`src/logic/gauge_pkg.sv`:
```
// Constants shared by the gauge status and capacity register bank
package gauge_pkg;

  ////////////////////////////////////////////////////////////////////////////
  // Register offsets
  localparam logic [6:0] ADDR_STATUS_PRI = 7'h01;
  localparam logic [6:0] ADDR_TEMP_GAUGE = 7'h02;
  localparam logic [6:0] ADDR_CAP_HIGH   = 7'h03;
  localparam logic [6:0] ADDR_BATT_TAG   = 7'h04;
  localparam logic [6:0] ADDR_FULL_REF   = 7'h05;
  localparam logic [6:0] ADDR_STATUS_SEC = 7'h06;
  localparam logic [6:0] ADDR_PULLDOWN   = 7'h07;
  localparam logic [6:0] ADDR_CAP_LOW    = 7'h17;

  ////////////////////////////////////////////////////////////////////////////
  // Primary status bit positions
  localparam int PRI_CHARGING  = 7;
  localparam int PRI_REPLACED  = 6;
  localparam int PRI_PROTECT   = 5;
  localparam int PRI_STALE     = 4;
  localparam int PRI_VALID_DIS  = 3;
  localparam int PRI_ONE        = 2;
  localparam int PRI_WARN_FIRST = 1;
  localparam int PRI_WARN_FINAL = 0;
  // Secondary status bit positions
  localparam int SEC_RATE_LSB  = 4;
  localparam int SEC_SENSE     = 3;
  localparam int SEC_VALID_CHG = 2;
  localparam int SEC_OVERLOAD  = 0;

  ////////////////////////////////////////////////////////////////////////////
  // Reset values and limits
  localparam logic [15:0] CAP_RESET       = 16'h0000;
  localparam logic [7:0]  TAG_RESET       = 8'h00;
  localparam logic [7:0]  RDATA_IDLE      = 8'h00;
  localparam logic [7:0]  STALE_CHARGES   = 8'h40;
  localparam logic [7:0]  CHARGES_MAX     = 8'hFF;
  localparam logic [1:0]  CHARGE_UPDATES  = 2'h2;
  localparam int          SELF_DIS_PCT    = 6;
  localparam int          REF_SCALE_PCT   = 94;
  localparam int          PCT_FULL        = 100;
  localparam logic [2:0]  RATE_LOW        = 3'h0;
  localparam logic [2:0]  RATE_MID        = 3'h1;
  localparam logic [2:0]  RATE_HIGH       = 3'h2;

  ////////////////////////////////////////////////////////////////////////////
  // Voltage and temperature scaling
  localparam int          FINAL_OFFSET_MV  = 25;
  localparam int          THRESH_LSB_UV    = 4688;
  localparam logic [7:0]  FINAL_OFFSET_CNT = 8'((FINAL_OFFSET_MV * 1000) / THRESH_LSB_UV);
  localparam int          TEMP_FLOOR_C    = -30;
  localparam int          TEMP_BAND_C     = 10;
  localparam logic [3:0]  TEMP_CODE_MAX   = 4'hC;
  localparam logic [3:0]  GAUGE_MAX       = 4'hF;

  ////////////////////////////////////////////////////////////////////////////
  // Timing
  localparam int unsigned CLK_FREQ_HZ     = 100_000_000;
  localparam int unsigned BLINK_HZ        = 4;
  localparam int unsigned BLINK_HALF_CYC  = CLK_FREQ_HZ / (2 * BLINK_HZ);
  localparam int unsigned OVERLOAD_FLAG_HOLD_MS    = 500;
  localparam int unsigned OVERLOAD_FLAG_HOLD_CYC   = (CLK_FREQ_HZ / 1000) * OVERLOAD_FLAG_HOLD_MS;

endpackage

```
`src/logic/gauge_status_capacity_regs.sv`:
```
// Status flags and capacity register bank of the battery gauge
// Functional notes
// RQ1: Stale flag sets at 64th charge without update or reset; clears on update.
// RQ2: Valid discharge flag sets on first discharge from full; held until update.
// RQ3: Self-discharge over 6% since setting clears the valid discharge flag.
// RQ4: Valid charge held for two capacity updates clears the valid discharge flag.
// RQ5: First empty warning below 0 C clears valid discharge flag; reset too.
// RQ6: First empty warning sets below threshold at rate under 2C; held until charge.
// RQ7: First LED segment blinks at 4 Hz while display on and first warning set.
// RQ8: Final warning at threshold minus 25 mV blanks segments; held until charge.
// RQ9: Temperature band code in upper nibble at 02h, 10 C bands.
// RQ10: Lower nibble holds compensated level over full reference in sixteenths.
// RQ11: Capacity counter at 03h/17h counts charge up, discharge down; reset zero.
// RQ12: Host must not write capacity above full reference.
// RQ13: Battery tag at 04h is host storage only, no defined reset value. Code clears it to 00h on power-on reset and keeps it on command reset.
// RQ14: Full reference at 05h loads programmed full count on reset.
// RQ15: First charge after empty warning with valid discharge loads discharge count.
// RQ16: Discharge count under 94 percent gives 94 percent of old reference.
// RQ17: Host must not write reserved bits 7 and 1 of secondary status.
// RQ18: Secondary bits 6-4 report discharge rate regime codes.
// RQ19: Host ignores the sense activity test bit.
// RQ20: Valid charge flag sets on charge, clears on first discharge from full.
// RQ21: Overload follows rate over 2C, clears 0.5 s later, stops voltage sampling.
// RQ22: Pull-down register bit n-1 reports a pull-down on segment n.
// RQ23: Temperature codes never exceed 1100.
`timescale 1ns/1ps
module gauge_status_capacity_regs
  import gauge_pkg::*;
#(
  parameter int unsigned BLINK_HALF_CYCLES = BLINK_HALF_CYC,
  parameter int unsigned OVERLOAD_FLAG_HOLD_CYCLES  = OVERLOAD_FLAG_HOLD_CYC
)
(
  input  wire logic              mclk,
  input  wire logic              reset_n,
  input  wire logic              soft_reset,
  input  wire logic        [6:0] reg_addr,
  input  wire logic              reg_wr,
  input  wire logic              reg_rd,
  input  wire logic        [7:0] reg_wdata,
  output logic             [7:0] reg_rdata,
  output logic                   reg_rvalid,
  input  wire logic              charge_tick,
  input  wire logic              discharge_tick,
  input  wire logic              self_discharge_tick,
  input  wire logic              valid_charge,
  input  wire logic        [7:0] cell_voltage,
  input  wire logic        [7:0] volt_threshold,
  input  wire logic              rate_half_c,
  input  wire logic              rate_over_2c,
  input  wire logic signed [7:0] temperature_c,
  input  wire logic        [7:0] compensated_level,
  input  wire logic        [7:0] discharge_count,
  input  wire logic        [7:0] programmed_full_count,
  input  wire logic              display_enable,
  input  wire logic        [4:0] segment_pattern,
  input  wire logic        [4:0] pulldown_seen,
  input  wire logic              protector_status,
  input  wire logic              sense_activity,
  output logic             [4:0] seg_drive
);

  ////////////////////////////////////////////////////////////////////////////
  // State
  typedef struct packed {
    logic [15:0] nominal_capacity;
    logic [7:0]  full_ref;
    logic [7:0]  tag;
    logic        stale;
    logic [7:0]  chg_cnt;
    logic        valid_discharge_flag;
    logic [15:0] vdq_nac;
    logic [15:0] sd_acc;
    logic [1:0]  vq_upd;
    logic        first_empty_warning;
    logic        final_empty_warning;
    logic        vq;
    logic        brp;
    logic        overload_flag;
    logic [31:0] overload_flag_cnt;
    logic [31:0] blink_cnt;
    logic        blink;
    logic        vc_prev;
    logic [7:0]  temp_gauge;
    logic [7:0]  rdata;
    logic        rvalid;
    logic [4:0]  seg;
  } state_t;

  state_t q;
  state_t d;

  logic [3:0]  temp_code;
  logic [3:0]  gauge_level;
  logic        vc_rise;
  logic        at_full;
  logic        dis_from_full;
  logic        first_empty_warning_set;
  logic        final_empty_warning_set;
  logic [7:0]  final_empty_warning_thr;
  logic        lmd_upd;
  logic [15:0] lmd_scaled;
  logic [7:0]  lmd_next;
  logic [2:0]  rate_code;
  logic        wr_capacity_count_high;
  logic        wr_capacity_count_low;
  logic        wr_lmd;
  logic        any_reset;

  temp_gauge_encode u_encode (
    .temperature_c     (temperature_c),
    .compensated_level (compensated_level),
    .full_reference    (q.full_ref),
    .temp_code         (temp_code),
    .sixteenths_level  (gauge_level)
  );

  ////////////////////////////////////////////////////////////////////////////
  // Next state
  always_comb
  begin
    d             = q;
    any_reset     = ~reset_n | soft_reset;
    vc_rise       = valid_charge & ~q.vc_prev;
    at_full       = (q.nominal_capacity[15:8] == q.full_ref);
    dis_from_full = discharge_tick & at_full;
    wr_capacity_count_high       = reg_wr & (reg_addr == ADDR_CAP_HIGH);
    wr_capacity_count_low       = reg_wr & (reg_addr == ADDR_CAP_LOW);
    wr_lmd        = reg_wr & (reg_addr == ADDR_FULL_REF);
    final_empty_warning_thr      = (volt_threshold > FINAL_OFFSET_CNT) ? 8'(volt_threshold - FINAL_OFFSET_CNT) : 8'h00;
    first_empty_warning_set      = ~q.overload_flag & ~rate_over_2c & (cell_voltage < volt_threshold);   // see RQ6 see RQ21
    final_empty_warning_set      = ~q.overload_flag & ~rate_over_2c & (cell_voltage < final_empty_warning_thr);         // see RQ8
    lmd_upd       = vc_rise & q.first_empty_warning & q.valid_discharge_flag;                                     // see RQ15
    lmd_scaled    = 16'((32'(q.full_ref) * REF_SCALE_PCT) / PCT_FULL);
    if ((32'(discharge_count) * PCT_FULL) < (32'(q.full_ref) * REF_SCALE_PCT))
      lmd_next    = lmd_scaled[7:0];                                              // see RQ16
    else
      lmd_next    = discharge_count;                                              // see RQ15
    rate_code     = rate_over_2c ? RATE_HIGH : (rate_half_c ? RATE_MID : RATE_LOW);
    d.vc_prev     = valid_charge;

    // Capacity counter
    if (charge_tick && (q.nominal_capacity[15:8] < q.full_ref))
      d.nominal_capacity = 16'(q.nominal_capacity + 16'h0001);                                             // see RQ11
    else if ((discharge_tick || self_discharge_tick) && (q.nominal_capacity != CAP_RESET))
      d.nominal_capacity = 16'(q.nominal_capacity - 16'h0001);                                             // see RQ11

    // Overload with hold-off after the rate drops
    if (rate_over_2c)
    begin
      d.overload_flag     = 1'b1;                                                          // see RQ21
      d.overload_flag_cnt = OVERLOAD_FLAG_HOLD_CYCLES;
    end
    else if (q.overload_flag)
    begin
      if (q.overload_flag_cnt <= 32'h0000_0001)
      begin
        d.overload_flag     = 1'b0;                                                        // see RQ21
        d.overload_flag_cnt = 32'h0000_0000;
      end
      else
        d.overload_flag_cnt = q.overload_flag_cnt - 32'h0000_0001;
    end

    // Empty warnings, set wins over the charge clear
    if (vc_rise)
    begin
      d.first_empty_warning = 1'b0;
      d.final_empty_warning = 1'b0;
    end
    if (first_empty_warning_set)
      d.first_empty_warning = 1'b1;                                                              // see RQ6
    if (final_empty_warning_set)
      d.final_empty_warning = 1'b1;                                                              // see RQ8

    // Charges since last reference update
    if (vc_rise && (q.chg_cnt != CHARGES_MAX))
      d.chg_cnt = 8'(q.chg_cnt + 8'h01);
    if (d.chg_cnt >= STALE_CHARGES)
      d.stale = 1'b1;                                                             // see RQ1

    // Valid discharge qualification
    if (!q.valid_discharge_flag)
    begin
      if (dis_from_full)
      begin
        d.valid_discharge_flag     = 1'b1;                                                         // see RQ2
        d.vdq_nac = q.nominal_capacity;
        d.sd_acc  = 16'h0000;
        d.vq_upd  = 2'h0;
      end
    end
    else
    begin
      if (self_discharge_tick && (q.sd_acc != 16'hFFFF))
        d.sd_acc = 16'(q.sd_acc + 16'h0001);
      if (!valid_charge)
        d.vq_upd = 2'h0;
      else if (charge_tick && (q.vq_upd != CHARGE_UPDATES))
        d.vq_upd = 2'(q.vq_upd + 2'h1);
      if ((32'(d.sd_acc) * PCT_FULL) > (32'(q.vdq_nac) * SELF_DIS_PCT))
        d.valid_discharge_flag = 1'b0;                                                             // see RQ3
      if (d.vq_upd == CHARGE_UPDATES)
        d.valid_discharge_flag = 1'b0;                                                             // see RQ4
      if (first_empty_warning_set && !q.first_empty_warning && (temperature_c < 8'sd0))
        d.valid_discharge_flag = 1'b0;                                                             // see RQ5
    end

    // Valid charge and battery replaced flags
    if (dis_from_full)
      d.vq = 1'b0;                                                                // see RQ20
    if (vc_rise)
      d.vq = 1'b1;                                                                // see RQ20
    if ((vc_rise && q.first_empty_warning) || (charge_tick && at_full))
      d.brp = 1'b0;

    // Full reference update
    if (lmd_upd)
    begin
      d.full_ref = lmd_next;                                                      // see RQ15 see RQ16
      d.stale    = 1'b0;                                                          // see RQ1
      d.chg_cnt  = 8'h00;
      d.valid_discharge_flag      = 1'b0;                                                          // see RQ2
    end

    // Host writes
    if (wr_capacity_count_high)
      d.nominal_capacity[15:8] = reg_wdata;                                                    // see RQ12
    if (wr_capacity_count_low)
      d.nominal_capacity[7:0] = reg_wdata;
    if (reg_wr && (reg_addr == ADDR_BATT_TAG))
      d.tag = reg_wdata;                                                          // see RQ13
    if (wr_lmd)
      d.full_ref = reg_wdata;

    // Gauge register and blink timebase
    d.temp_gauge = {temp_code, gauge_level};                                      // see RQ9 see RQ10
    if (q.blink_cnt >= (BLINK_HALF_CYCLES - 32'h0000_0001))
    begin
      d.blink_cnt = 32'h0000_0000;
      d.blink     = ~q.blink;
    end
    else
      d.blink_cnt = q.blink_cnt + 32'h0000_0001;

    // Segment drive
    if (!display_enable || q.final_empty_warning)
      d.seg = 5'h00;                                                              // see RQ8
    else
      d.seg = {segment_pattern[4:1], segment_pattern[0] & (~q.first_empty_warning | q.blink)};   // see RQ7

    // Register reads
    d.rvalid = reg_rd;
    d.rdata  = RDATA_IDLE;
    if (reg_rd)
    begin
      case (reg_addr)
        ADDR_STATUS_PRI:
        begin
          d.rdata[PRI_CHARGING] = valid_charge;
          d.rdata[PRI_REPLACED] = q.brp;
          d.rdata[PRI_PROTECT]  = protector_status;
          d.rdata[PRI_STALE]    = q.stale;
          d.rdata[PRI_VALID_DIS]  = q.valid_discharge_flag;
          d.rdata[PRI_ONE]        = 1'b1;
          d.rdata[PRI_WARN_FIRST] = q.first_empty_warning;
          d.rdata[PRI_WARN_FINAL] = q.final_empty_warning;
        end
        ADDR_TEMP_GAUGE: d.rdata = q.temp_gauge;
        ADDR_CAP_HIGH:   d.rdata = q.nominal_capacity[15:8];
        ADDR_CAP_LOW:    d.rdata = q.nominal_capacity[7:0];
        ADDR_BATT_TAG:   d.rdata = q.tag;
        ADDR_FULL_REF:   d.rdata = q.full_ref;
        ADDR_STATUS_SEC:
        begin
          d.rdata[SEC_RATE_LSB +: 3] = rate_code;                                 // see RQ18
          d.rdata[SEC_SENSE]         = sense_activity;                            // see RQ19
          d.rdata[SEC_VALID_CHG]     = q.vq;
          d.rdata[SEC_OVERLOAD]      = q.overload_flag;                                    // see RQ17
        end
        ADDR_PULLDOWN:   d.rdata = {3'h0, pulldown_seen};                         // see RQ22
        default:         d.rdata = RDATA_IDLE;
      endcase
    end

    // Power-on or command reset
    if (any_reset)
    begin
      d          = '0;
      d.nominal_capacity      = CAP_RESET;                                                     // see RQ11
      d.full_ref = programmed_full_count;                                         // see RQ14
      d.stale    = 1'b1;                                                          // see RQ1
      d.brp      = 1'b1;
      d.valid_discharge_flag      = 1'b0;                                                          // see RQ5
      d.tag      = reset_n ? q.tag : TAG_RESET;                                   // see RQ13
    end
  end

  always_ff @(posedge mclk)
  begin
    q <= d;
  end

  assign reg_rdata  = q.rdata;
  assign reg_rvalid = q.rvalid;
  assign seg_drive  = q.seg;
endmodule // gauge_status_capacity_regs

```
`src/logic/temp_gauge_encode.sv`:
```
// Temperature band code and sixteenths gauge encoder
`timescale 1ns/1ps
module temp_gauge_encode
  import gauge_pkg::*;
(
  input  wire logic signed [7:0] temperature_c,
  input  wire logic        [7:0] compensated_level,
  input  wire logic        [7:0] full_reference,
  output logic             [3:0] temp_code,
  output logic             [3:0] sixteenths_level
);

  logic [9:0]  t_ofs;
  logic [9:0]  band;
  logic [11:0] ratio;

  always_comb
  begin
    t_ofs = 10'(10'(signed'(temperature_c)) - 10'(TEMP_FLOOR_C) + 10'(TEMP_BAND_C));
    band  = t_ofs / 10'(TEMP_BAND_C);
    if (int'(temperature_c) < TEMP_FLOOR_C)
      temp_code = 4'h0;
    else if (band > 10'(TEMP_CODE_MAX))
      temp_code = TEMP_CODE_MAX;                             // see RQ23
    else
      temp_code = band[3:0];                                 // see RQ9
    ratio = 12'h000;
    if (full_reference != 8'h00)
      ratio = {compensated_level, 4'h0} / 12'(full_reference);
    if (ratio > 12'(GAUGE_MAX))
      sixteenths_level = GAUGE_MAX;                          // see RQ10
    else
      sixteenths_level = ratio[3:0];
  end

endmodule // temp_gauge_encode

```
`config.mk`:
```
export PLATFORM = sky130hd
export DESIGN_NAME = gauge_status_capacity_regs
export DESIGN_NICKNAME = d
export VERILOG_FILES = /design/src/logic/gauge_pkg.sv /design/src/logic/gauge_status_capacity_regs.sv /design/src/logic/temp_gauge_encode.sv
export SDC_FILE = /design/constraint.sdc
export NUM_CORES = 1
export LEC_CHECK = 0
export BUFFER_PORTS_ARGS = -buffer_cell sky130_fd_sc_hd__buf_2
export CAP_MARGIN = 10
export CELL_PAD_IN_SITES_DETAIL_PLACEMENT = 0
export CELL_PAD_IN_SITES_GLOBAL_PLACEMENT = 2
export CORE_ASPECT_RATIO = 0.7
export CORE_MARGIN = 2
export CORE_UTILIZATION = 41
export CTS_CLUSTER_SIZE = 16
export DETAILED_ROUTE_END_ITERATION = 8
export PLACE_DENSITY_LB_ADDON = 0.15
export SLEW_MARGIN = 20
export SYNTH_ARGS = -nofsm -noshare
export SYNTH_HDL_FRONTEND = slang
export SYNTH_SLANG_ARGS = --single-unit
```
`constraint.sdc`:
```
create_clock -name mclk -period 41.8 [get_ports mclk]
set_input_delay 4.18 -clock mclk [delete_from_list [all_inputs] [get_ports mclk]]
set_output_delay 4.18 -clock mclk [all_outputs]
set_load 0.1 [all_outputs]
```
==> metrics.txt, run 1 <==
outcome=complete, no violations; Util after Layout=44.6%; number of flops mapped to enable cells by yosys=16; crit-path max FO=13; max cap viols=0; Total Routed Length=66500 um; FF-to-FF setup slack=18.78 ns; TNS Setup=0 ns; number of top-level design ports=101; end of the worst register-to-register path=q[14]; share of the clock period used by the worst path after layout=61.6%; end of the critical path=q[14]; count of buffers from port buffering=100; number of buffers inserted during clock tree synthesis=17; largest net degree at the start of global routing=51; clock period minus worst slack=25.73 ns; endpoints failing setup=0; maximum frequency from static timing analysis=0.0389 GHz; distinct cell type count after synthesis=115; first-pass iteration count of the detailed router=5; final number of hold-violating endpoints=0; number of clock sinks=169; antenna violations before repair=9; number of H-tree branching levels=4; DP Cell Count=3541; via count of the first global-routing pass=19500; number of max-slew violations in the final report=0; synth warn=0; data arrival time of the critical path=26.03 ns; critical path type=primary input to flop; first-pass GRT wire length=107000 um; Hold Path Class=flop to flop; core area=51900 um^2; Area Growth Syn to Fin=7.99%; portion of synthesized cell area occupied by the leading cell type=16.1%; number of nets with antenna violations after routing=0; sequential share of the synthesized area=16.5%; Die Ht=195 um; vias per cell=5.82; Async SR Flop Fraction=0%; cells taking the most area after synthesis=sky130_fd_sc_hd__ha_1 16%, sky130_fd_sc_hd__dfxtp_1 14%, sky130_fd_sc_hd__a21oi_1 5.7%, sky130_fd_sc_hd__xnor2_1 5.3%, sky130_fd_sc_hd__nor2_1 5.1%; commonest cells in the synthesized netlist=290 x sky130_fd_sc_hd__nor2_1, 276 x sky130_fd_sc_hd__ha_1, 244 x sky130_fd_sc_hd__a21oi_1; number of standard cells in the layout, taps in and fillers out=3576; delay of the slowest critical-path stage=0.74 ns; Worst Skew=0.0137 ns; cell with the most instances after synthesis=sky130_fd_sc_hd__nor2_1; critical path's slowest cell=sky130_fd_sc_hd__a21oi_1; cell row count=70; Die Area=54200 um^2; unrepaired setup endpoints after global routing=false; total grt overflow=0; layout cells sized above 1=8.86%; Via Count=20800; drt drc=0; Hold Slack=0.477 ns; clock buffer depth=2; main flop type after synthesis=sky130_fd_sc_hd__dfxtp_1; half-perimeter wire length after placement=53000 um; number of instances in the synthesized netlist=2831; global-route usage over all layers=24.3%; starting density of the core=41.3%; DRT met1 WL=34200 um; Final Wtd Congestion=0.881; WL met3=4030 um; Max Used Layer=met5; NumNets Final=3273; Most common cell on crit path=sky130_fd_sc_hd__o21a_1; wire length per cell=18.6 um; number of DRC markers in iteration 0=1822; worst endpoint required time=42.10 ns; CTS tree=built; cell type with the largest total area after synthesis=sky130_fd_sc_hd__ha_1; Worst Tran Pin Value=1.06 ns; total length of routed met2 wires=27300 um; mean instance size in the synthesized netlist=7.58 um^2; number of synthesized register bits=169; netlist area before placement=21500 um^2; cts hold-fix bufs=0; Horiz. Die Dim=277 um; critical path launch point type=primary input; cell at the root of the clock tree=sky130_fd_sc_hd__clkbuf_16; startpoint of the worst setup timing path=compensated_level[1]; critical path capture point type=flop; clock-pin slew on the worst setup and hold paths=0.08 ns; worst r2r src=q[150]; Resize count post-CTS=0; post-CTS setup repair buffer count=0; Slew Limit Headroom=29.2%; Worst Reg2Reg Path Length in Cells=109; clock insertion delay at the later pin of the skew report=0.46 ns
stage by stage:
step,setup slack (ns),area (um^2)
finish,16.07,23200
global route,13.74,23200
CTS,16.26,23200
detailed placement,15.86,22500
global placement,16.50,22500
floorplan,18.78,21500
sequential cells by signal, summed over array words and instances (netlist names), named ones only:
signal,flops
reg_rdata,8
reg_rvalid,1
q,153
seg_drive,5
logic make-up after synthesis:
group | count (synthesis) | share of synthesized area, %
xor+xnor | 207 | 8.57
simple gates | 1005 | 23.1
fa+ha+maj | 310 | 19.3
buf+inv | 304 | 5.85
other cells | 1 | 0.0175
flops | 169 | 16.5
compound gates | 784 | 24.2
mux | 51 | 2.48
layer usage:
| metal | GRT usage (%) | vias up |
|---|---|---|
| met5 | 0 | - |
| met4 | 4.05 | 10 |
| met3 | 4.03 | 65 |
| met2 | 35.8 | 509 |
| met1 | 37.0 | 9931 |
| li1 | - | 10300 |
layout make-up:
type	instances	area [um^2]
sequential	169	3540
fill	5289	28800
multi-input combinational	2365	16700
timing repair buffer	119	643
antenna	3	7.51
inverter	204	766
clock buffer	17	425
clock inverter	15	220
tap	684	856
worst max-delay path: cells and delay by family:
kind            cells  cell delay, ns
compound gates     63           12.22
simple gates       26            4.43
fa+ha+maj          12            3.69
buf+inv             6            1.00
mux                 2            0.52
worst min-delay path by stage:
stage / start / to / slack (ns) / cells past startpoint
2_1_floorplan: q[24] / q[24] / 0.43 / 1
3_3_place_gp: q[47] / q[47] / 0.44 / 2
3_5_place_dp: q[24] / q[24] / 0.46 / 1
4_1_cts: q[24] / q[24] / 0.48 / 1
5_1_grt: q[124] / q[124] / 0.50 / 2
6_report: q[47] / q[47] / 0.48 / 2
placed cells by master (no fill, tap or decap), types with 17 or more instances in the layout:
master                      instances
sky130_fd_sc_hd__fa_1              34
sky130_fd_sc_hd__o31ai_1           33
sky130_fd_sc_hd__nor4_1            27
sky130_fd_sc_hd__and2_1            32
sky130_fd_sc_hd__or3_1             21
sky130_fd_sc_hd__xnor2_1          131
sky130_fd_sc_hd__a211oi_1          30
sky130_fd_sc_hd__mux2i_1           33
sky130_fd_sc_hd__nand3_1           92
sky130_fd_sc_hd__clkbuf_16         17
sky130_fd_sc_hd__nor2b_1           37
sky130_fd_sc_hd__nand2b_1          37
sky130_fd_sc_hd__buf_2            100
sky130_fd_sc_hd__nand4_1           34
sky130_fd_sc_hd__a21oi_1          243
sky130_fd_sc_hd__inv_1            196
sky130_fd_sc_hd__ha_1             276
sky130_fd_sc_hd__o21bai_1          35
sky130_fd_sc_hd__dfxtp_1          153
sky130_fd_sc_hd__nor2_1           288
sky130_fd_sc_hd__a21o_1            39
sky130_fd_sc_hd__o21a_1            40
sky130_fd_sc_hd__o21ai_0          135
sky130_fd_sc_hd__a31oi_1           37
sky130_fd_sc_hd__nor3_1            86
sky130_fd_sc_hd__and3_1            30
sky130_fd_sc_hd__o211ai_1          21
sky130_fd_sc_hd__xor2_1            74
sky130_fd_sc_hd__nand2_1          222
sky130_fd_sc_hd__buf_4             19
Power of run 1 is not shown: default switching activity piles up to over one toggle a cycle in this logic, so the estimate is an artifact.
==> run 2: changes to the inputs <==
--- a/config.mk
+++ b/config.mk
@@ -11,7 +11,7 @@
 export CELL_PAD_IN_SITES_GLOBAL_PLACEMENT = 2
 export CORE_ASPECT_RATIO = 0.7
 export CORE_MARGIN = 2
-export CORE_UTILIZATION = 41
+export CORE_UTILIZATION = 38
 export CTS_CLUSTER_SIZE = 16
 export DETAILED_ROUTE_END_ITERATION = 8
 export PLACE_DENSITY_LB_ADDON = 0.15
==> constraint.sdc (replaced) <==
create_clock -name mclk -period 23.7 [get_ports mclk]
set_input_delay 2.37 -clock mclk [delete_from_list [all_inputs] [get_ports mclk]]
set_output_delay 2.37 -clock mclk [all_outputs]
set_load 0.1 [all_outputs]
==> metrics.txt, run 2 (synthesized netlist as in run 1, its figures left out) <==
worst hold path startpoint=q[24]; crit-path max FO=13; clock period minus worst slack=22.36 ns; number of max-slew violations in the final report=0; critical path's slowest cell=sky130_fd_sc_hd__or4_4; CP Depth=109; buffer and inverter count on the worst path=7; Slew Limit Headroom=31.3%; half-perimeter wire length after placement=55500 um; end of the worst register-to-register path=q[14]; NumNets Final=3279; number of top-level design ports=101; starting density of the core=38.7%; max cap viols=0; Hold Path Class=flop to flop; final number of hold-violating endpoints=0; clock buffer depth=2; core area=55500 um^2; Via Count=20700; Worst Reg2Reg Path Length in Cells=109; maximum frequency from static timing analysis=0.0447 GHz; wire length per cell=19.0 um; FF-to-FF setup slack=2.29 ns; worst r2r src=q[150]; end of the critical path=q[14]; data arrival time of the critical path=22.65 ns; cell row count=72; drt drc=0; Die Area=58400 um^2; total grt overflow=0; leading cell type in the layout, fill and taps excluded=sky130_fd_sc_hd__nor2_1; critical path capture point type=flop; number of H-tree branching levels=4; number of clock sinks=169; Area Growth Syn to Fin=8.51%; Most common cell on crit path=sky130_fd_sc_hd__o21a_1; worst endpoint required time=23.99 ns; global-route usage over all layers=23.4%; register name with the most flops=q; delay of the slowest critical-path stage=0.51 ns; Die Ht=203 um; number of DRC markers in iteration 0=1631; first-pass iteration count of the detailed router=5; first-pass GRT wire length=109000 um; Total Routed Length=69100 um; share of the clock period used by the worst path after layout=94.3%; family with the most delay on the worst path=compound AO/OA/AOI/OAI gates; Util after Layout=42.0%; Worst Skew=0.0118 ns; number of nets with antenna violations after routing=0; clock-pin slew on the worst setup and hold paths=0.07 ns; via count of the first global-routing pass=19400; count of buffers from port buffering=100; cts hold-fix bufs=0; critical path type=primary input to flop; endpoints failing setup=0; Horiz. Die Dim=288 um; critical path launch point type=primary input; hold path cells=1; clock insertion delay at the later pin of the skew report=0.45 ns; outcome=complete, no violations; antenna violations before repair=6; layout cells sized above 1=9.33%; Final Wtd Congestion=0.890; cell at the root of the clock tree=sky130_fd_sc_hd__clkbuf_16; max FFs per register=153; startpoint of the worst setup timing path=compensated_level[1]; Worst Tran Pin Value=1.02 ns; largest net degree at the start of global routing=48; vias per cell=5.70; CTS tree=built; number of buffers inserted during clock tree synthesis=17; most frequent cells in the layout=289 x sky130_fd_sc_hd__nor2_1, 276 x sky130_fd_sc_hd__ha_1, 242 x sky130_fd_sc_hd__a21oi_1
==> run 2: changes by cell type in the layout (fill, tap and decap cells not counted), moves of 2 or more <==
cell                         before  now
sky130_fd_sc_hd__inv_6            0    3
sky130_fd_sc_hd__clkinv_1         3    1
sky130_fd_sc_hd__diode_2          3    1
sky130_fd_sc_hd__o21ai_0        135  130
sky130_fd_sc_hd__clkbuf_1         0    2
sky130_fd_sc_hd__o21ai_1         10   14
sky130_fd_sc_hd__o21bai_2         0    2
sky130_fd_sc_hd__clkinv_2         0    3
sky130_fd_sc_hd__clkinv_8         7    0
sky130_fd_sc_hd__o21bai_1        35   33
sky130_fd_sc_hd__inv_8            6    1
sky130_fd_sc_hd__clkinvlp_4       0    3
sky130_fd_sc_hd__buf_4           19   24
==> run 2: cell type report <==
class	instances	area (um^2)
Multi-Input combinational cell	2365	16800
Antenna cell	1	2.50
Tap cell	740	926
Clock buffer	20	458
Sequential cell	169	3540
Timing Repair Buffer	125	692
Fill cell	5810	32200
Clock inverter	12	114
Inverter	204	773
==> run 2: worst min-delay path by stage <==
stage | slack (ns) | end
6_report | 0.47 | q[24]
5_1_grt | 0.50 | q[47]
4_1_cts | 0.47 | q[24]
3_5_place_dp | 0.45 | q[24]
3_3_place_gp | 0.45 | q[47]
2_1_floorplan | 0.43 | q[24]
==> run 2: metrics by stage <==
step           cells  hold WS [ns]  instance area (um^2)  setup TNS (ns)  setup WS, ns
2_1_floorplan   2838         0.430                 21500               0          2.49
3_3_place_gp    3599         0.446                 22600               0         0.309
3_5_place_dp    3599         0.454                 22600          -0.215        -0.215
4_1_cts         3631         0.470                 23200               0         0.174
5_1_grt         3636         0.498                 23300         -0.0329       -0.0329
6_report        3636         0.468                 23300               0          1.34
==> run 2: metal layers <==
layer  global-route usage, %  share of wire [%]
met1                    37.1                 54
met2                    33.0                 40
met3                    3.94                5.9
met4                    3.07               0.74
met5                       0              0.082
==> run 2: repair_timing <==
item / in CTS / in global routing
buffers inserted: 0 / 3
resized for setup: 0 / 19
setup endpoints to repair: 0 / 2
Power of run 2 is left out for the same reason.
==> run 3: changes to the inputs <==
--- a/config.mk
+++ b/config.mk
@@ -15,6 +15,7 @@
 export CTS_CLUSTER_SIZE = 16
 export DETAILED_ROUTE_END_ITERATION = 8
 export PLACE_DENSITY_LB_ADDON = 0.15
+export RECOVER_POWER = 100
 export SLEW_MARGIN = 20
 export SYNTH_ARGS = -nofsm -noshare
 export SYNTH_HDL_FRONTEND = slang
==> metrics.txt, run 3 (synthesized netlist as in run 1, its figures left out) <==
antenna violations before repair=6; Worst Reg2Reg Path Length in Cells=109; FF-to-FF setup slack=2.30 ns; Final Wtd Congestion=0.890; Die Area=58400 um^2; drt drc=0; max cap viols=3; layout cells sized above 1=8.12%; maximum frequency from static timing analysis=0.0448 GHz; share of the clock period used by the worst path after layout=94.3%; Slew Limit Headroom=-48.9%; startpoint of the worst setup timing path=compensated_level[1]; end of the critical path=q[14]; wire length per cell=19.0 um; clock-pin slew on the worst setup and hold paths=0.07 ns; worst endpoint required time=23.99 ns; half-perimeter wire length after placement=55500 um; Worst Skew=0.0108 ns; global-route usage over all layers=23.4%; delay of the slowest critical-path stage=0.51 ns; count of buffers from port buffering=100; critical path's slowest cell=sky130_fd_sc_hd__or4_4; leading cell type in the layout, fill and taps excluded=sky130_fd_sc_hd__nor2_1; first-pass iteration count of the detailed router=7; Util after Layout=41.8%; Via Count=20800; Most common cell on crit path=sky130_fd_sc_hd__o21a_1; total grt overflow=0; Hold Slack=0.468 ns; most utilized layer in the global route result=met1; number of clock sinks=169; worst-case setup slack after placement=-0.215 ns; Total Routed Length=69200 um; register name with the most flops=q; met1 Track Usage GR=37.1%; max FFs per register=153; GRT met3 Usage=3.94%; filler cell count=5823; family with the most delay on the worst path=compound AO/OA/AOI/OAI gates; end of the worst register-to-register path=q[14]; cts hold-fix bufs=0; Die Ht=203 um; CTS tree=built; number of top-level design ports=101; final number of hold-violating endpoints=0; area occupied by multi-input gates=16700 um^2; buffer and inverter count on the worst path=6; violations in the final reports=capacitance limit, slew limit; Worst Tran Pin Value=2.23 ns; Hold Path Class=flop to flop; outcome=complete, but fails checks; Area Growth Syn to Fin=8.05%; critical path capture point type=flop; largest net degree at the start of global routing=48; first-pass GRT wire length=109000 um; clock period minus worst slack=22.34 ns; clock insertion delay at the later pin of the skew report=0.45 ns; via count of the first global-routing pass=19400; hold path cells=1; critical path launch point type=primary input; CP Depth=109; cell at the root of the clock tree=sky130_fd_sc_hd__clkbuf_16; critical path type=primary input to flop; worst r2r src=q[150]; vias per cell=5.72; number of buffers inserted during clock tree synthesis=17; slack of the critical path=1.36 ns; number of nets with antenna violations after routing=0; met2 demand-to-capacity share in global routing=33.0%; DP Cell Count=3599; data arrival time of the critical path=22.63 ns; NumNets Final=3279; Horiz. Die Dim=288 um; number of standard cells in the layout, taps in and fillers out=3636; starting density of the core=38.7%; clock buffer depth=2; number of max-slew violations in the final report=117; number of DRC markers in iteration 0=1574; area occupied by registers=3540 um^2; core area=55500 um^2; most frequent cells in the layout=290 x sky130_fd_sc_hd__nor2_1, 276 x sky130_fd_sc_hd__ha_1, 243 x sky130_fd_sc_hd__a21oi_1; crit-path max FO=13; cell row count=72; endpoints failing setup=0; number of H-tree branching levels=4
==> run 3: cell count changes in the layout (fill, tap and decap cells not counted), sizes merged <==
cell	before	now
buf	125	100
clkbuf	20	45
==> run 3: how the worst min path moves through the flow <==
stage,to,slack [ns],from
floorplan,q[24],0.43,q[24]
global placement,q[47],0.45,q[47]
detailed placement,q[24],0.45,q[24]
CTS,q[24],0.47,q[24]
global route,q[47],0.50,q[47]
finish,q[24],0.47,q[24]
==> run 3: area by class of cell <==
cell class | count | area share, %
clock buffers | 20 | 1.97
inverters | 204 | 3.33
flip-flops and latches | 169 | 15.3
clock inverters | 12 | 0.491
repair buffers | 125 | 2.78
multi-input cells | 2365 | 72.1
well taps | 740 | 3.99
diodes | 1 | 0.0108
==> run 3: worst register-to-register path, delay by kind of cell (launching register included) <==
| kind | cells | cell delay (ns) |
|---|---|---|
| multiplexers | 2 | 0.47 |
| buffers and inverters | 6 | 1.40 |
| AND/OR/NAND/NOR | 26 | 3.97 |
| AO/OA/AOI/OAI | 62 | 11.04 |
| adder cells (fa/ha/maj) | 13 | 3.77 |
| flip-flops | 1 | 0.57 |
==> run 3: metal layers <==
layer  wire (um)  vias to the layer above  part of all wire [%]
li1            -                    10300                     -
met1       37000                     9918                    53
met2       27600                      515                    40
met3        4150                       51                   6.0
met4         433                       10                  0.63
met5          59                        -                 0.085
==> run 3: stage by stage <==
stage	cell area, um^2	setup TNS (ns)
2_1_floorplan	21500	0
3_3_place_gp	22600	0
3_5_place_dp	22600	-0.215
4_1_cts	23200	0
5_1_grt	23200	-0.0329
6_report	23200	0
==> run 3: repair_timing <==
item                       CTS  global route
setup buffers                0             3
gates resized for setup      0            19
setup endpoints to repair    0             2
Power of run 3 is left out for the same reason.
